==> config.mk <==
export PLATFORM = sky130hd
export DESIGN_NAME = uam_net_uart
export DESIGN_NICKNAME = d
export VERILOG_FILES = /design/src/hw/uam_net_uart.v
export VERILOG_INCLUDE_DIRS = /design/src /design/src/hw
export SDC_FILE = /design/constraint.sdc
export NUM_CORES = 1
export LEC_CHECK = 0
export BUFFER_PORTS_ARGS = -buffer_cell sky130_fd_sc_hd__buf_2
export CAP_MARGIN = 20
export CORE_ASPECT_RATIO = 1.2
export CORE_MARGIN = 2
export CORE_UTILIZATION = 46
export CTS_CLUSTER_DIAMETER = 80
export DETAILED_ROUTE_END_ITERATION = 6
export PLACE_DENSITY = 0.81
export SLEW_MARGIN = 20
export SYNTH_ARGS = -nofsm -noshare
export SYNTH_HDL_FRONTEND = slang
export SYNTH_SLANG_ARGS = --single-unit
==> constraint.sdc <==
create_clock -name core_clk -period 1.85 [get_ports core_clk]
set_input_delay 0.185 -clock core_clk [delete_from_list [all_inputs] [get_ports core_clk]]
set_output_delay 0.185 -clock core_clk [all_outputs]
set_load 0.01 [all_outputs]
==> src/hw/uam_consts.vh <==
// Constants for the network-addressable UART extension block
`ifndef UAM_CONSTS_VH
`define UAM_CONSTS_VH

// ----------------------------------------------------------------------
// Register byte offsets
// ----------------------------------------------------------------------
`define UAM_OFS_MODEM_CONTROL     8'h00
`define UAM_OFS_MODEM_STATUS      8'h04
`define UAM_OFS_FRAC_DIVISOR      8'h08
`define UAM_OFS_NET_CONTROL       8'h0c
`define UAM_OFS_NET_IRQ_ID        8'h10
`define UAM_OFS_NODE_ADDRESS      8'h14
`define UAM_OFS_BASE_IRQ_ENABLE   8'h18

// ----------------------------------------------------------------------
// Reset values
// ----------------------------------------------------------------------
`define UAM_RST_MODEM_CONTROL     8'h00
`define UAM_RST_FRAC_DIVISOR      16'h0000
`define UAM_RST_NET_CONTROL       8'h00
`define UAM_RST_NODE_ADDRESS      8'h00
`define UAM_RST_BASE_IRQ_ENABLE   4'h0

// ----------------------------------------------------------------------
// Field positions
// ----------------------------------------------------------------------
`define UAM_MC_LOOPBACK           4
`define UAM_MC_USER_OUTPUT_TWO               3
`define UAM_MC_USER_OUTPUT_ONE               2
`define UAM_MC_RTS                1
`define UAM_MC_DTR                0
`define UAM_FD_ENABLE             15
`define UAM_FD_MULT_HI            12
`define UAM_FD_MULT_LO            11
`define UAM_FD_NUM_HI             10
`define UAM_NC_MODE               7
`define UAM_NC_TX9                6
`define UAM_NC_RX9                5
`define UAM_NC_IRQ_EN             4
`define UAM_NC_DATA9              3
`define UAM_NC_DRIVER             2
`define UAM_NC_POLARITY           1
`define UAM_NC_MARKER             0
`define UAM_IE_RX_FULL            0
`define UAM_IE_MODEM              3

// ----------------------------------------------------------------------
// Interrupt identifier codes, bits 3:1; UAM_ID_NONE is the full 4-bit value
// ----------------------------------------------------------------------
`define UAM_ID_LINE_STATUS        3'h3
`define UAM_ID_ADDR_MATCH         3'h6
`define UAM_ID_RX_FULL            3'h2
`define UAM_ID_ADDR_SENT          3'h5
`define UAM_ID_TX_EMPTY           3'h1
`define UAM_ID_MODEM              3'h0
`define UAM_ID_NONE               4'h1

// Multiplier value used when the stored field reads zero
`define UAM_MULT_ZERO_MEANS       3'h4

`endif

==> src/hw/uam_net_uart.v <==
// Modem control, modem status, fractional divider fields and network mode of a UART
`timescale 1ns/100ps
`include "uam_consts.vh"

module uam_net_uart (
   input  wire        core_clk,
   input  wire        reset_n,
   // AHB-Lite slave
   input  wire        hsel,
   input  wire [7:0]  haddr,
   input  wire [1:0]  htrans,
   input  wire        hwrite,
   input  wire [2:0]  hsize,
   input  wire [31:0] hwdata,
   input  wire        hready,
   output reg  [31:0] hrdata,
   output reg         hreadyout,
   output reg         hresp,
   // Modem pins, active low
   input  wire        ctsPin_n,
   input  wire        dsrPin_n,
   input  wire        dcdPin_n,
   input  wire        ringPin_n,
   output reg         rtsPin_n,
   output reg         dtrPin_n,
   // Serial line
   input  wire        txShiftOut,
   output reg         serialOut,
   output reg         serialOutEn_n,
   // Base transmitter and receiver, same clock
   input  wire        txHoldingWrite,
   input  wire        txWordDone,
   input  wire        txBufferEmpty,
   input  wire        rxWordValid,
   input  wire [7:0]  rxWord,
   input  wire        rxMarker,
   input  wire        rxHoldingRead,
   input  wire        baseIdRead,
   input  wire        lineStatusPending,
   input  wire        rxFullPending,
   input  wire        txEmptyPending,
   // Configuration towards the base core
   output reg         fractionalEnable,
   output reg  [2:0]  fractionalMultiplier,
   output reg  [10:0] fractionalNumerator,
   output reg         parityDisable,
   output reg         txMarkerBit,
   output reg         ninthBitTx,
   output reg         ninthBitRx,
   output reg         nineBitData,
   output reg         networkIrq
);

   // -------------------------------------------------------------------
   // Registers and state
   // -------------------------------------------------------------------
   reg  [7:0]  modemControl;
   reg  [15:0] fractionalDivisor;
   reg  [7:0]  networkControl;
   reg  [7:0]  nodeAddress;
   reg  [3:0]  baseIrqEnable;
   reg  [3:0]  changeFlags;
   reg         matchFlag;
   reg         addrSentFlag;
   reg         addrInFlight;
   reg  [3:0]  syncA;
   reg  [3:0]  syncB;
   reg  [3:0]  lastLevels;
   reg         busPending;
   reg         busWrite;
   reg  [7:0]  busAddr;

   wire        loopback;
   wire        netMode;
   wire [3:0]  levels;
   wire [3:0]  nextFlags;
   wire        addressWord;
   wire        matchEvent;
   wire        addrSentEvent;
   wire        modemPending;
   wire        takeReq;
   wire        rdModemStatus;
   wire        driveLine;
   wire [3:0]  idCode;
   reg  [3:0]  next_id;

   // -------------------------------------------------------------------
   // Functions
   // -------------------------------------------------------------------
   function [31:0] regRead;
      input [7:0] addr;
      input [3:0] idv;
      begin
         if (addr == `UAM_OFS_MODEM_CONTROL) begin
            regRead = {24'h000000, modemControl};
         end else if (addr == `UAM_OFS_MODEM_STATUS) begin
            regRead = {24'h000000, levels, changeFlags};
         end else if (addr == `UAM_OFS_FRAC_DIVISOR) begin
            regRead = {16'h0000, fractionalDivisor};
         end else if (addr == `UAM_OFS_NET_CONTROL) begin
            regRead = {24'h000000, networkControl};
         end else if (addr == `UAM_OFS_NET_IRQ_ID) begin
            regRead = {28'h0000000, idv};
         end else if (addr == `UAM_OFS_NODE_ADDRESS) begin
            regRead = {24'h000000, nodeAddress};
         end else if (addr == `UAM_OFS_BASE_IRQ_ENABLE) begin
            regRead = {28'h0000000, baseIrqEnable};
         end else begin
            regRead = 32'h00000000;
         end
      end
   endfunction

   // -------------------------------------------------------------------
   // Modem inputs
   // -------------------------------------------------------------------
   // Pins pass two flops; order is {carrier, ring, set-ready, clear-to-send}
   always @(posedge core_clk or negedge reset_n) begin
      if (!reset_n) begin
         syncA <= 4'h0;
         syncB <= 4'h0;
      end else begin
         syncA <= {~dcdPin_n, ~ringPin_n, ~dsrPin_n, ~ctsPin_n};
         syncB <= syncA;
      end
   end

   assign loopback = modemControl[`UAM_MC_LOOPBACK];
   // In loopback the pins are ignored and the control outputs feed back
   assign levels = loopback ?
      {modemControl[`UAM_MC_USER_OUTPUT_TWO], modemControl[`UAM_MC_USER_OUTPUT_ONE],
       modemControl[`UAM_MC_DTR], modemControl[`UAM_MC_RTS]} : syncB;

   // Ring flag catches the inverted ring line falling, which is the trailing edge
   assign nextFlags[3] = levels[3] ^ lastLevels[3];
   assign nextFlags[2] = ~levels[2] & lastLevels[2];
   assign nextFlags[1] = levels[1] ^ lastLevels[1];
   assign nextFlags[0] = levels[0] ^ lastLevels[0];

   // -------------------------------------------------------------------
   // Bus slave
   // -------------------------------------------------------------------
   // Every transfer takes one wait state, so a write always lands before the
   // next read samples the registers.
   assign takeReq = hsel & htrans[1] & hready;
   assign rdModemStatus = busPending & ~busWrite &
                          (busAddr == `UAM_OFS_MODEM_STATUS);

   always @(posedge core_clk or negedge reset_n) begin
      if (!reset_n) begin
         busPending <= 1'b0;
         busWrite   <= 1'b0;
         busAddr    <= 8'h00;
         hreadyout  <= 1'b1;
         hrdata     <= 32'h00000000;
         hresp      <= 1'b0;
      end else begin
         hresp <= 1'b0;
         if (busPending) begin
            busPending <= 1'b0;
            hreadyout  <= 1'b1;
            if (!busWrite) begin
               hrdata <= regRead(busAddr, idCode);
            end
         end else if (takeReq) begin
            busPending <= 1'b1;
            busWrite   <= hwrite;
            busAddr    <= {haddr[7:2], 2'b00};
            hreadyout  <= 1'b0;
         end
      end
   end

   // -------------------------------------------------------------------
   // Software-written registers
   // -------------------------------------------------------------------
   always @(posedge core_clk or negedge reset_n) begin
      if (!reset_n) begin
         modemControl      <= `UAM_RST_MODEM_CONTROL;
         fractionalDivisor <= `UAM_RST_FRAC_DIVISOR;
         networkControl    <= `UAM_RST_NET_CONTROL;
         nodeAddress       <= `UAM_RST_NODE_ADDRESS;
         baseIrqEnable     <= `UAM_RST_BASE_IRQ_ENABLE;
      end else if (busPending && busWrite) begin
         if (busAddr == `UAM_OFS_MODEM_CONTROL) begin
            modemControl <= {3'b000, hwdata[4:0]};
         end else if (busAddr == `UAM_OFS_FRAC_DIVISOR) begin
            fractionalDivisor <= {hwdata[15], 2'b00, hwdata[12:0]};
         end else if (busAddr == `UAM_OFS_NET_CONTROL) begin
            networkControl <= hwdata[7:0];
         end else if (busAddr == `UAM_OFS_NODE_ADDRESS) begin
            nodeAddress <= hwdata[7:0];
         end else if (busAddr == `UAM_OFS_BASE_IRQ_ENABLE) begin
            baseIrqEnable <= hwdata[3:0];
         end
      end
   end

   // -------------------------------------------------------------------
   // Sticky flags
   // -------------------------------------------------------------------
   assign netMode = networkControl[`UAM_NC_MODE];
   // Polarity bit chooses which marker value flags an address word
   assign addressWord = rxMarker ^ networkControl[`UAM_NC_POLARITY];
   assign matchEvent = rxWordValid & netMode & networkControl[`UAM_NC_RX9] &
                       addressWord & (rxWord == nodeAddress);
   assign addrSentEvent = txWordDone & addrInFlight & txBufferEmpty;

   // A change arriving in the cycle of the clearing read still sets the flag
   always @(posedge core_clk or negedge reset_n) begin
      if (!reset_n) begin
         lastLevels   <= 4'h0;
         changeFlags  <= 4'h0;
         matchFlag    <= 1'b0;
         addrSentFlag <= 1'b0;
         addrInFlight <= 1'b0;
      end else begin
         lastLevels <= levels;
         if (rdModemStatus) begin
            changeFlags <= nextFlags;
         end else begin
            changeFlags <= changeFlags | nextFlags;
         end
         if (matchEvent) begin
            matchFlag <= 1'b1;
         end else if (rxHoldingRead) begin
            matchFlag <= 1'b0;
         end
         if (txHoldingWrite) begin
            addrInFlight <= netMode & ninthBitTx &
                            networkControl[`UAM_NC_MARKER];
         end
         if (addrSentEvent) begin
            addrSentFlag <= 1'b1;
         end else if (txHoldingWrite || baseIdRead) begin
            addrSentFlag <= 1'b0;
         end
      end
   end

   // -------------------------------------------------------------------
   // Interrupt identifier
   // -------------------------------------------------------------------
   assign modemPending = |changeFlags & baseIrqEnable[`UAM_IE_MODEM];

   always @* begin
      if (lineStatusPending) begin
         next_id = {`UAM_ID_LINE_STATUS, 1'b0};
      end else if (matchFlag && baseIrqEnable[`UAM_IE_RX_FULL]) begin
         next_id = {`UAM_ID_ADDR_MATCH, 1'b0};
      end else if (rxFullPending) begin
         next_id = {`UAM_ID_RX_FULL, 1'b0};
      end else if (addrSentFlag) begin
         next_id = {`UAM_ID_ADDR_SENT, 1'b0};
      end else if (txEmptyPending) begin
         next_id = {`UAM_ID_TX_EMPTY, 1'b0};
      end else if (modemPending) begin
         next_id = {`UAM_ID_MODEM, 1'b0};
      end else begin
         next_id = `UAM_ID_NONE;
      end
   end
   assign idCode = next_id;

   // -------------------------------------------------------------------
   // Outputs
   // -------------------------------------------------------------------
   // Outside network mode the line is always driven; single-master use
   // relies on software setting the driver bit as well.
   assign driveLine = ~netMode | networkControl[`UAM_NC_DRIVER];

   always @(posedge core_clk or negedge reset_n) begin
      if (!reset_n) begin
         rtsPin_n             <= 1'b1;
         dtrPin_n             <= 1'b1;
         serialOut            <= 1'b1;
         serialOutEn_n        <= 1'b1;
         fractionalEnable     <= 1'b0;
         fractionalMultiplier <= `UAM_MULT_ZERO_MEANS;
         fractionalNumerator  <= 11'h000;
         parityDisable        <= 1'b0;
         txMarkerBit          <= 1'b0;
         ninthBitTx           <= 1'b0;
         ninthBitRx           <= 1'b0;
         nineBitData          <= 1'b0;
         networkIrq           <= 1'b0;
      end else begin
         // Loopback keeps the pins quiet by holding them inactive
         rtsPin_n <= ~modemControl[`UAM_MC_RTS] | loopback;
         dtrPin_n <= ~modemControl[`UAM_MC_DTR] | loopback;
         serialOut <= txShiftOut | loopback;
         serialOutEn_n <= ~driveLine;
         fractionalEnable <= fractionalDivisor[`UAM_FD_ENABLE];
         if (fractionalDivisor[`UAM_FD_MULT_HI:`UAM_FD_MULT_LO] == 2'b00) begin
            fractionalMultiplier <= `UAM_MULT_ZERO_MEANS;
         end else begin
            fractionalMultiplier <=
               {1'b0, fractionalDivisor[`UAM_FD_MULT_HI:`UAM_FD_MULT_LO]};
         end
         fractionalNumerator <= fractionalDivisor[`UAM_FD_NUM_HI:0];
         parityDisable <= netMode;
         txMarkerBit <= netMode & networkControl[`UAM_NC_MARKER];
         ninthBitTx <= netMode & networkControl[`UAM_NC_TX9];
         ninthBitRx <= netMode & networkControl[`UAM_NC_RX9];
         nineBitData <= netMode & networkControl[`UAM_NC_DATA9] &
                        ~networkControl[`UAM_NC_TX9];
         networkIrq <= netMode & networkControl[`UAM_NC_IRQ_EN] &
                       ~next_id[0];
      end
   end

endmodule

==> summary.txt, run 1 <==
Status
  – Outcome: finished with violations
  – Violations in the final reports: setup timing

Critical path
  – Critical path fanouts, max: 6
  – Required time at the worst-slack endpoint: around 2.1 ns
  – Crit Path Category: reg2reg
  – Critical Path Start Type: flip-flop
  – Critical path data arrival time: between 2 and 2.5 ns
  – Nature of the critical path endpoint: flip-flop

Clocking
  – Max clock buf depth: 2
  – CTS clk-pin slew, worst paths: approximately 0.07 ns
  – CTS H-Tree Depth: 3
  – Number of buffers inserted during clock tree synthesis: 9
  – Cell chosen for the clock root: sky130_fd_sc_hd__clkbuf_16
  – CTS tree: yes
  – Clock Latency Late Sink: ~0.34 ns
  – Clk sinks: 106

Timing
  – Post-Route Setup TNS: -0.501 ns
  – Period utilization: 103%
  – Setup WS post-layout: -0.0593 ns
  – Setup violators final: 13
  – Worst Clk Skew: 0.00554 ns
  – Fin. Hold Viols: 0
  – Final count of pins violating max slew: 0
  – Clock period minus worst slack: about 1.9 ns
  – Maximum clock frequency: ~520 MHz
  – Worst hold slack: 0.0260 ns
  – RSZ-0062 raised after global routing: true

Global route
  – Remaining global-route overflow: 0
  – Number of global-route vias before repair: just over 3000
  – Pin count of the biggest net entering global routing: between 40 and 50
  – First-pass GRT wire length: 15900 um
  – Number of antenna violations at the first check in global routing: 0
  – GRT Resource Usage Total: roughly 20%

Die
  – Placeable core region: 9420 um2
  – Die boundary height: 111 um
  – Placement row count: 39
  – Die Span X: ~93 um
  – I/O pins: 132
  – Initial Utilization: 46.6%
  – Area enclosed by the die boundary: between 10000 and 15000 um2

Detailed routing
  – DR WL/cell: between 15 and 20 um
  – Detailed-route wire length: ~10000 um
  – Vias per cell: approximately 5
  – DRC viols: 0
  – Drt first-iter violations: ~140
  – Number of iterations in the first detailed-routing pass: 4
  – Antenna-violating nets left: 0
  – Vias post-DR: about 3100

Placement
  – Post-DP HPWL: 7420 um
  – Minimum setup slack after placement: -0.102 ns
  – Global placer's final weighted congestion: between 0.8 and 0.9
  – Standard cell area after detailed placement: slightly above 5000 um2
  – IO Port Bufs: 88

Yosys
  – Cell accounting for the most synthesized area: sky130_fd_sc_hd__dfrtp_1
  – Post-Synthesis Mean Instance Area: approximately 12 um2
  – Async set or reset register ratio after synthesis: 100%
  – Count of mapped cells out of synthesis: roughly 360
  – Sequential share of the synthesized area: 60.7%
  – Most used flip-flop cell after synthesis: sky130_fd_sc_hd__dfrtp_1
  – Netlist cell types: between 40 and 50
  – Mapped cell area: between 4000 and 5000 um2
  – Number of enable flip-flop cells after synthesis: 0
  – Yosys synthesis warning count: 0
  – Top cells by area in the synthesized netlist: sky130_fd_sc_hd__dfrtp_1 (57%), sky130_fd_sc_hd__mux2_2 (8.5%), sky130_fd_sc_hd__nand2_1 (3.9%)
  – Yosys top cell area share: 57.1%
  – Number of register bits inferred by synthesis: between 100 and 150

Worst hold path
  – Kind of path behind the tightest hold check: in2reg

Layout
  – Relative area change from synthesis to final layout: 27.6%
  – Fin nets: roughly 560
  – Antenna Diode Count: 0
  – Final standard cell area without fillers: between 5000 and 6000 um2
  – Fraction of layout cells with a size suffix above 1: between 40% and 50%
  – Post-layout util: 59.4%

Flow run
  – MaxCap Viol Count: 0

Power
  – IR Drop Worst-Case VDD: approximately 0.00056 V
  – Pwr Density: roughly 1000 nW/um2
  – Leakage power: between 2 and 3 nW
-- cell usage in the layout (no fill, tap or decap), types with 4 or more instances in the layout --
| cell | synthesis | routed |
|---|---|---|
| sky130_fd_sc_hd__conb_1 | 1 | 19 |
| sky130_fd_sc_hd__and2_1 | 4 | 4 |
| sky130_fd_sc_hd__buf_4 | 19 | 30 |
| sky130_fd_sc_hd__a21oi_1 | 8 | 8 |
| sky130_fd_sc_hd__inv_1 | 12 | 12 |
| sky130_fd_sc_hd__dfstp_2 | 6 | 6 |
| sky130_fd_sc_hd__dlygate4sd3_1 | 0 | 5 |
| sky130_fd_sc_hd__nand2b_1 | 8 | 8 |
| sky130_fd_sc_hd__nand2_1 | 45 | 44 |
| sky130_fd_sc_hd__and3_1 | 4 | 4 |
| sky130_fd_sc_hd__mux2_4 | 0 | 12 |
| sky130_fd_sc_hd__xnor2_1 | 11 | 11 |
| sky130_fd_sc_hd__clkbuf_16 | 0 | 10 |
| sky130_fd_sc_hd__a221oi_1 | 4 | 4 |
| sky130_fd_sc_hd__nor2_1 | 12 | 12 |
| sky130_fd_sc_hd__buf_2 | 2 | 87 |
| sky130_fd_sc_hd__nand3_1 | 7 | 6 |
| sky130_fd_sc_hd__a22o_1 | 7 | 7 |
| sky130_fd_sc_hd__mux2_2 | 33 | 28 |
| sky130_fd_sc_hd__nor2b_1 | 6 | 6 |
| sky130_fd_sc_hd__o21ai_0 | 14 | 14 |
| sky130_fd_sc_hd__dfrtp_1 | 100 | 100 |
-- cells in the mapped netlist, types with 7 or more instances --
cell and n:
sky130_fd_sc_hd__nand2_1 45, sky130_fd_sc_hd__inv_1 12, sky130_fd_sc_hd__mux2_1 8, sky130_fd_sc_hd__nand3_1 7, sky130_fd_sc_hd__nand2b_1 8, sky130_fd_sc_hd__nor2_1 12
sky130_fd_sc_hd__dfrtp_1 100, sky130_fd_sc_hd__mux2_2 33, sky130_fd_sc_hd__a22o_1 7, sky130_fd_sc_hd__a21oi_1 8, sky130_fd_sc_hd__xnor2_1 11, sky130_fd_sc_hd__o21ai_0 14
sky130_fd_sc_hd__buf_4 19
-- stage by stage --
step                      power [mW]  instances
final                           5.66        613
after floorplan                 3.32        376
after global routing            5.94        613
after detailed placement        3.77        588
after global placement          3.73        588
after CTS                       5.65        610
-- cell type report --
type | instances | area, um2
clock inverter | 5 | 45.0
multi-input combinational | 228 | 1630
timing repair buffer | 127 | 798
inverter | 13 | 48.8
tap | 123 | 154
clock buffer | 11 | 253
fill | 784 | 3820
sequential | 106 | 2660
-- state kept, by name, indices dropped and copies added (netlist names), 4 cells and up --
register	count
modemControl	5
changeFlags	4
hrdata	14
baseIrqEnable	4
syncB	4
nodeAddress	8
networkControl	8
fractionalNumerator	11
fractionalDivisor	14
syncA	4
busAddr	6
lastLevels	4
-- power breakdown --
part | switching (mW) | internal, mW
Sequential | 0.188 | 2.59
Combinational | 0.525 | 0.495
Clock | 0.849 | 1.01
Total | 1.56 | 4.09
-- routing by layer --
metal / vias up / wire length, um / global-route usage [%]
met5: - / 0 / 0
li1: 1469 / - / -
met4: 0 / 267 / 7.94
met2: 112 / 5140 / 34.3
met3: 18 / 450 / 3.40
met1: 1537 / 4240 / 25.9
-- path summary, 6_finish.rpt --
path	from	to	slack (ns)	cells after the start
hold / removal	txShiftOut	serialOut$_DFF_PN1_	0.03	2
setup reg to reg	busAddr[4]$_DFFE_PN0P_	fractionalDivisor[9]$_DFFE_PN0P_	-0.06	5
max in group asynchronous	reset_n	dtrPin_n$_DFF_PN1_	0.89	3
setup / recovery	busAddr[4]$_DFFE_PN0P_	fractionalDivisor[9]$_DFFE_PN0P_	-0.06	5
min in group asynchronous	reset_n	fractionalDivisor[6]$_DFFE_PN0P_	0.30	2
hold reg to reg	syncA[0]$_DFF_PN0_	syncB[0]$_DFF_PN0_	0.35	0
-- cell families (layout without fill, tap and decap cells) --
family	Yosys count	after routing	share of synthesized area [%]
flops	106	106	60.7
xor+xnor	12	12	2.40
simple gates	103	103	12.0
mux	45	45	11.7
buf+inv	42	156	5.45
compound gates	49	49	7.62
other cells	1	19	0.0855
-- worst max-delay path, stage by stage (launching register included) --
cell and delay [ns]:
sky130_fd_sc_hd__dfrtp_1 0.38, sky130_fd_sc_hd__or4_4 0.58, sky130_fd_sc_hd__nor3_4 0.22, sky130_fd_sc_hd__buf_6 0.16, sky130_fd_sc_hd__clkbuf_16 0.16, sky130_fd_sc_hd__mux2_4 0.30
-- timing repair --
action	4_1_cts	5_1_grt
buffers inserted	1	2
pin swaps	1	3
resized for setup	2	20
hold buffers	5	0
hold endpoints to repair	29	0
cloned	0	1
setup endpoints to repair	31	23
(Power assumes the default switching activity.)
==> inputs of run 2 (changes only) <==
--- a/config.mk
+++ b/config.mk
@@ -6,14 +6,15 @@
 export SDC_FILE = /design/constraint.sdc
 export NUM_CORES = 1
 export LEC_CHECK = 0
+export ABC_AREA = 1
 export BUFFER_PORTS_ARGS = -buffer_cell sky130_fd_sc_hd__buf_2
 export CAP_MARGIN = 20
 export CORE_ASPECT_RATIO = 1.2
 export CORE_MARGIN = 2
-export CORE_UTILIZATION = 46
+export CORE_UTILIZATION = 47
 export CTS_CLUSTER_DIAMETER = 80
 export DETAILED_ROUTE_END_ITERATION = 6
-export PLACE_DENSITY = 0.81
+export PLACE_DENSITY = 0.82
 export SLEW_MARGIN = 20
 export SYNTH_ARGS = -nofsm -noshare
 export SYNTH_HDL_FRONTEND = slang
==> run 2 against run 1 <==
Against the previous run: the flow now finishes without violations; setup slack better by 0.40 ns; routed wire length is 2.3% lower; die area is 3.3% higher; utilization fell by 2.2 points; fmax increased by 27%; largest cell class unchanged; largest power group unchanged.
==> summary.txt, run 2 <==
Status
  – Outcome: completed

Global route
  – Pin count of the biggest net entering global routing: 107
  – GRT Resource Usage Total: between 20 and 25%
  – Number of antenna violations at the first check in global routing: 0
  – Number of global-route vias before repair: approximately 3500
  – First-pass GRT wire length: 16500 um
  – Remaining global-route overflow: 0

Yosys
  – Count of mapped cells out of synthesis: 494
  – Library cell with the highest instance count after synthesis: sky130_fd_sc_hd__nand2_1
  – Mapped cell area: 4630 um2
  – Async set or reset register ratio after synthesis: 100%
  – Yosys synthesis warning count: 0
  – Sequential share of the synthesized area: 57.4%
  – Number of register bits inferred by synthesis: about 110
  – Netlist cell types: 36
  – Yosys top cell area share: between 50% and 60%
  – Number of enable flip-flop cells after synthesis: 0
  – Top cells by area in the synthesized netlist: sky130_fd_sc_hd__dfrtp_1 (54%), sky130_fd_sc_hd__nand2_1 (9.9%), sky130_fd_sc_hd__inv_1 (4.7%)
  – Most used flip-flop cell after synthesis: sky130_fd_sc_hd__dfrtp_1
  – Cell accounting for the most synthesized area: sky130_fd_sc_hd__dfrtp_1
  – Post-Synthesis Mean Instance Area: roughly 9.4 um2
  – Most frequent cells after synthesis: sky130_fd_sc_hd__nand2_1 (122), sky130_fd_sc_hd__dfrtp_1 (100), sky130_fd_sc_hd__inv_1 (58)

Power
  – Leakage power: a little under 3 nW
  – IR Drop Worst-Case VDD: 0.000671 V
  – Pwr Density: 1050 nW/um2
  – Tot Pwr: ~5.8 mW

Layout
  – Leading registers by flop count: fractionalDivisor (14), hrdata (14), fractionalNumerator (11)
  – Antenna Diode Count: 0
  – Final-layout fill cell count: ~900
  – Fraction of layout cells with a size suffix above 1: between 20% and 30%
  – Fin nets: between 600 and 700
  – Most common cell after layout, fill and taps aside: sky130_fd_sc_hd__nand2_1
  – Final instance count without filler cells: 721
  – Commonest non-fill, non-tap cells in the layout: sky130_fd_sc_hd__nand2_1 (122), sky130_fd_sc_hd__dfrtp_1 (100), sky130_fd_sc_hd__buf_2 (87)
  – Relative area change from synthesis to final layout: 18.0%

Clocking
  – CTS tree: yes
  – Post-cts gate resize count: 0
  – Number of buffers inserted during clock tree synthesis: 9
  – Max clock buf depth: 2
  – CTS clk-pin slew, worst paths: 0.07 ns
  – Clock Latency Late Sink: around 0.36 ns
  – CTS H-Tree Depth: 3
  – Clk sinks: 106
  – Setup Buffers After CTS: 0
  – Cell chosen for the clock root: sky130_fd_sc_hd__clkbuf_16
  – Number of buffers inserted by hold repair at cts: 6

Critical path
  – Nature of the critical path endpoint: flip-flop
  – Cell class contributing the biggest share of worst-path delay: simple AND/OR/NAND/NOR gates
  – Slowest-stage cell, CP: sky130_fd_sc_hd__dfrtp_1
  – Critical Path Start Type: flip-flop
  – Crit Reg-Reg Startpoint: busAddr[7]$_DFFE_PN0P_
  – Crit path buf inv count: 1
  – Required time at the worst-slack endpoint: 2.09 ns
  – Peak per-stage delay on the critical path: roughly 0.44 ns
  – Critical path fanouts, max: 28
  – First element of the critical path: busAddr[7]$_DFFE_PN0P_
  – Crit Path Category: reg2reg
  – Critical path data arrival time: 1.74 ns
  – Cells along the critical path: nor2_8 > nand3_4 > inv_4 > nand2_4 > nor2_1 > a21oi_2

Placement
  – Cells after DPL: 699
  – Post-DP HPWL: 7240 um
  – Global placer's final weighted congestion: 0.894
  – IO Port Bufs: 88

Timing
  – Worst hold slack: roughly 0.024 ns
  – Worst slew margin relative to its limit: about three fifths
  – Clock period minus worst slack: approximately 1.5 ns
  – Final count of pins violating max slew: 0
  – Worst Clk Skew: between 0.006 and 0.007 ns
  – Setup violators final: 0
  – Maximum clock frequency: 663 MHz
  – Fin. Hold Viols: 0
  – RSZ-0062 raised after global routing: false
  – Worst Tran Pin Value: approximately 0.58 ns
  – Period utilization: between 80% and 90%
  – Post-Route Setup TNS: 0 ns

Die
  – Placement row count: 39
  – Initial Utilization: 48.4%
  – Area enclosed by the die boundary: ~11000 um2
  – Die boundary height: 113 um
  – Placeable core region: approximately 9600 um2
  – Die Span X: between 90 and 100 um
  – I/O pins: approximately 130

Detailed routing
  – Detailed-route wire length: between 9000 and 10000 um
  – Antenna-violating nets left: 0
  – DR WL/cell: between 10 and 15 um
  – Vias post-DR: about 3600
  – Drt first-iter violations: 243
  – Number of iterations in the first detailed-routing pass: 4
  – Vias per cell: approximately 5
  – DRC viols: 0

Worst hold path
  – Launch point of the worst hold path: txShiftOut
  – Kind of path behind the tightest hold check: in2reg

Flow run
  – MaxCap Viol Count: 0
## run 2: changes by cell type after synthesis, moves of 10 or more
| cell | previous run | this run |
|---|---|---|
| sky130_fd_sc_hd__inv_1 | 12 | 58 |
| sky130_fd_sc_hd__mux2_2 | 33 | 0 |
| sky130_fd_sc_hd__nand2_1 | 45 | 122 |
| sky130_fd_sc_hd__nand3_1 | 7 | 22 |
| sky130_fd_sc_hd__nor2_1 | 12 | 37 |
| sky130_fd_sc_hd__o21ai_0 | 14 | 29 |
| sky130_fd_sc_hd__o21ai_1 | 0 | 12 |
| sky130_fd_sc_hd__o21ai_2 | 0 | 17 |
| sky130_fd_sc_hd__xnor2_1 | 11 | 1 |
## run 2: worst register-to-register path: stages, from the launching register on
cell and delay [ns]:
sky130_fd_sc_hd__dfrtp_1 0.44, sky130_fd_sc_hd__nor2_8 0.24, sky130_fd_sc_hd__nand3_4 0.16, sky130_fd_sc_hd__inv_4 0.14, sky130_fd_sc_hd__nand2_4 0.19, sky130_fd_sc_hd__nor2_1 0.19
sky130_fd_sc_hd__a21oi_2 0.04
## run 2: cells by family (layout without fill, tap and decap cells)
family          after synthesis  after routing  share of synthesized area [%]
xor+xnor                      3              3                          0.567
compound gates               77             77                           10.3
simple gates                216            216                           21.8
buf+inv                      91            177                           9.80
flops                       106            106                           57.4
other cells                   1             19                         0.0809
## run 2: final cells by class
type	instances	area [um2]	area share (%)
tap	123	154	2.81
clock inverter	6	47.5	0.869
sequential	106	2660	48.6
multi-input combinational	315	1590	29.0
clock buffer	10	239	4.37
timing repair buffer	97	538	9.84
inverter	64	244	4.46
## run 2: per-layer routing
metal | global-route usage (%) | vias up | wire [um]
li1 | - | 1719 | -
met1 | 24.9 | 1704 | 4050
met2 | 32.3 | 111 | 4880
met3 | 4.46 | 30 | 556
met4 | 11.4 | 0 | 388
met5 | 0 | - | 0
## run 2: final timing paths
kind	to	slack, ns	cells past startpoint
setup reg to reg	fractionalDivisor[12]$_DFFE_PN0P_	0.34	6
setup / recovery	fractionalDivisor[12]$_DFFE_PN0P_	0.34	6
min in group asynchronous	ninthBitRx$_DFF_PN0_	0.39	3
hold reg to reg	syncB[0]$_DFF_PN0_	0.35	0
max in group asynchronous	hrdata[10]$_DFFE_PN0P_	0.98	3
hold / removal	serialOut$_DFF_PN1_	0.02	2
## run 2: through the flow
stage          util (%)  worst slack, ns  area [um2]
6_report           57.2            0.343        5470
5_1_grt            57.2            0.218        5470
4_1_cts            57.2            0.329        5470
3_5_place_dp       53.6            0.348        5120
3_3_place_gp       53.6            0.394        5120
2_1_floorplan         -            0.533        4700
## run 2: report_power, final
group          internal (mW)  total [mW]  switching (mW)
clock                  0.964        1.83           0.867
sequential              2.65        2.88           0.227
combinational          0.419        1.05           0.634
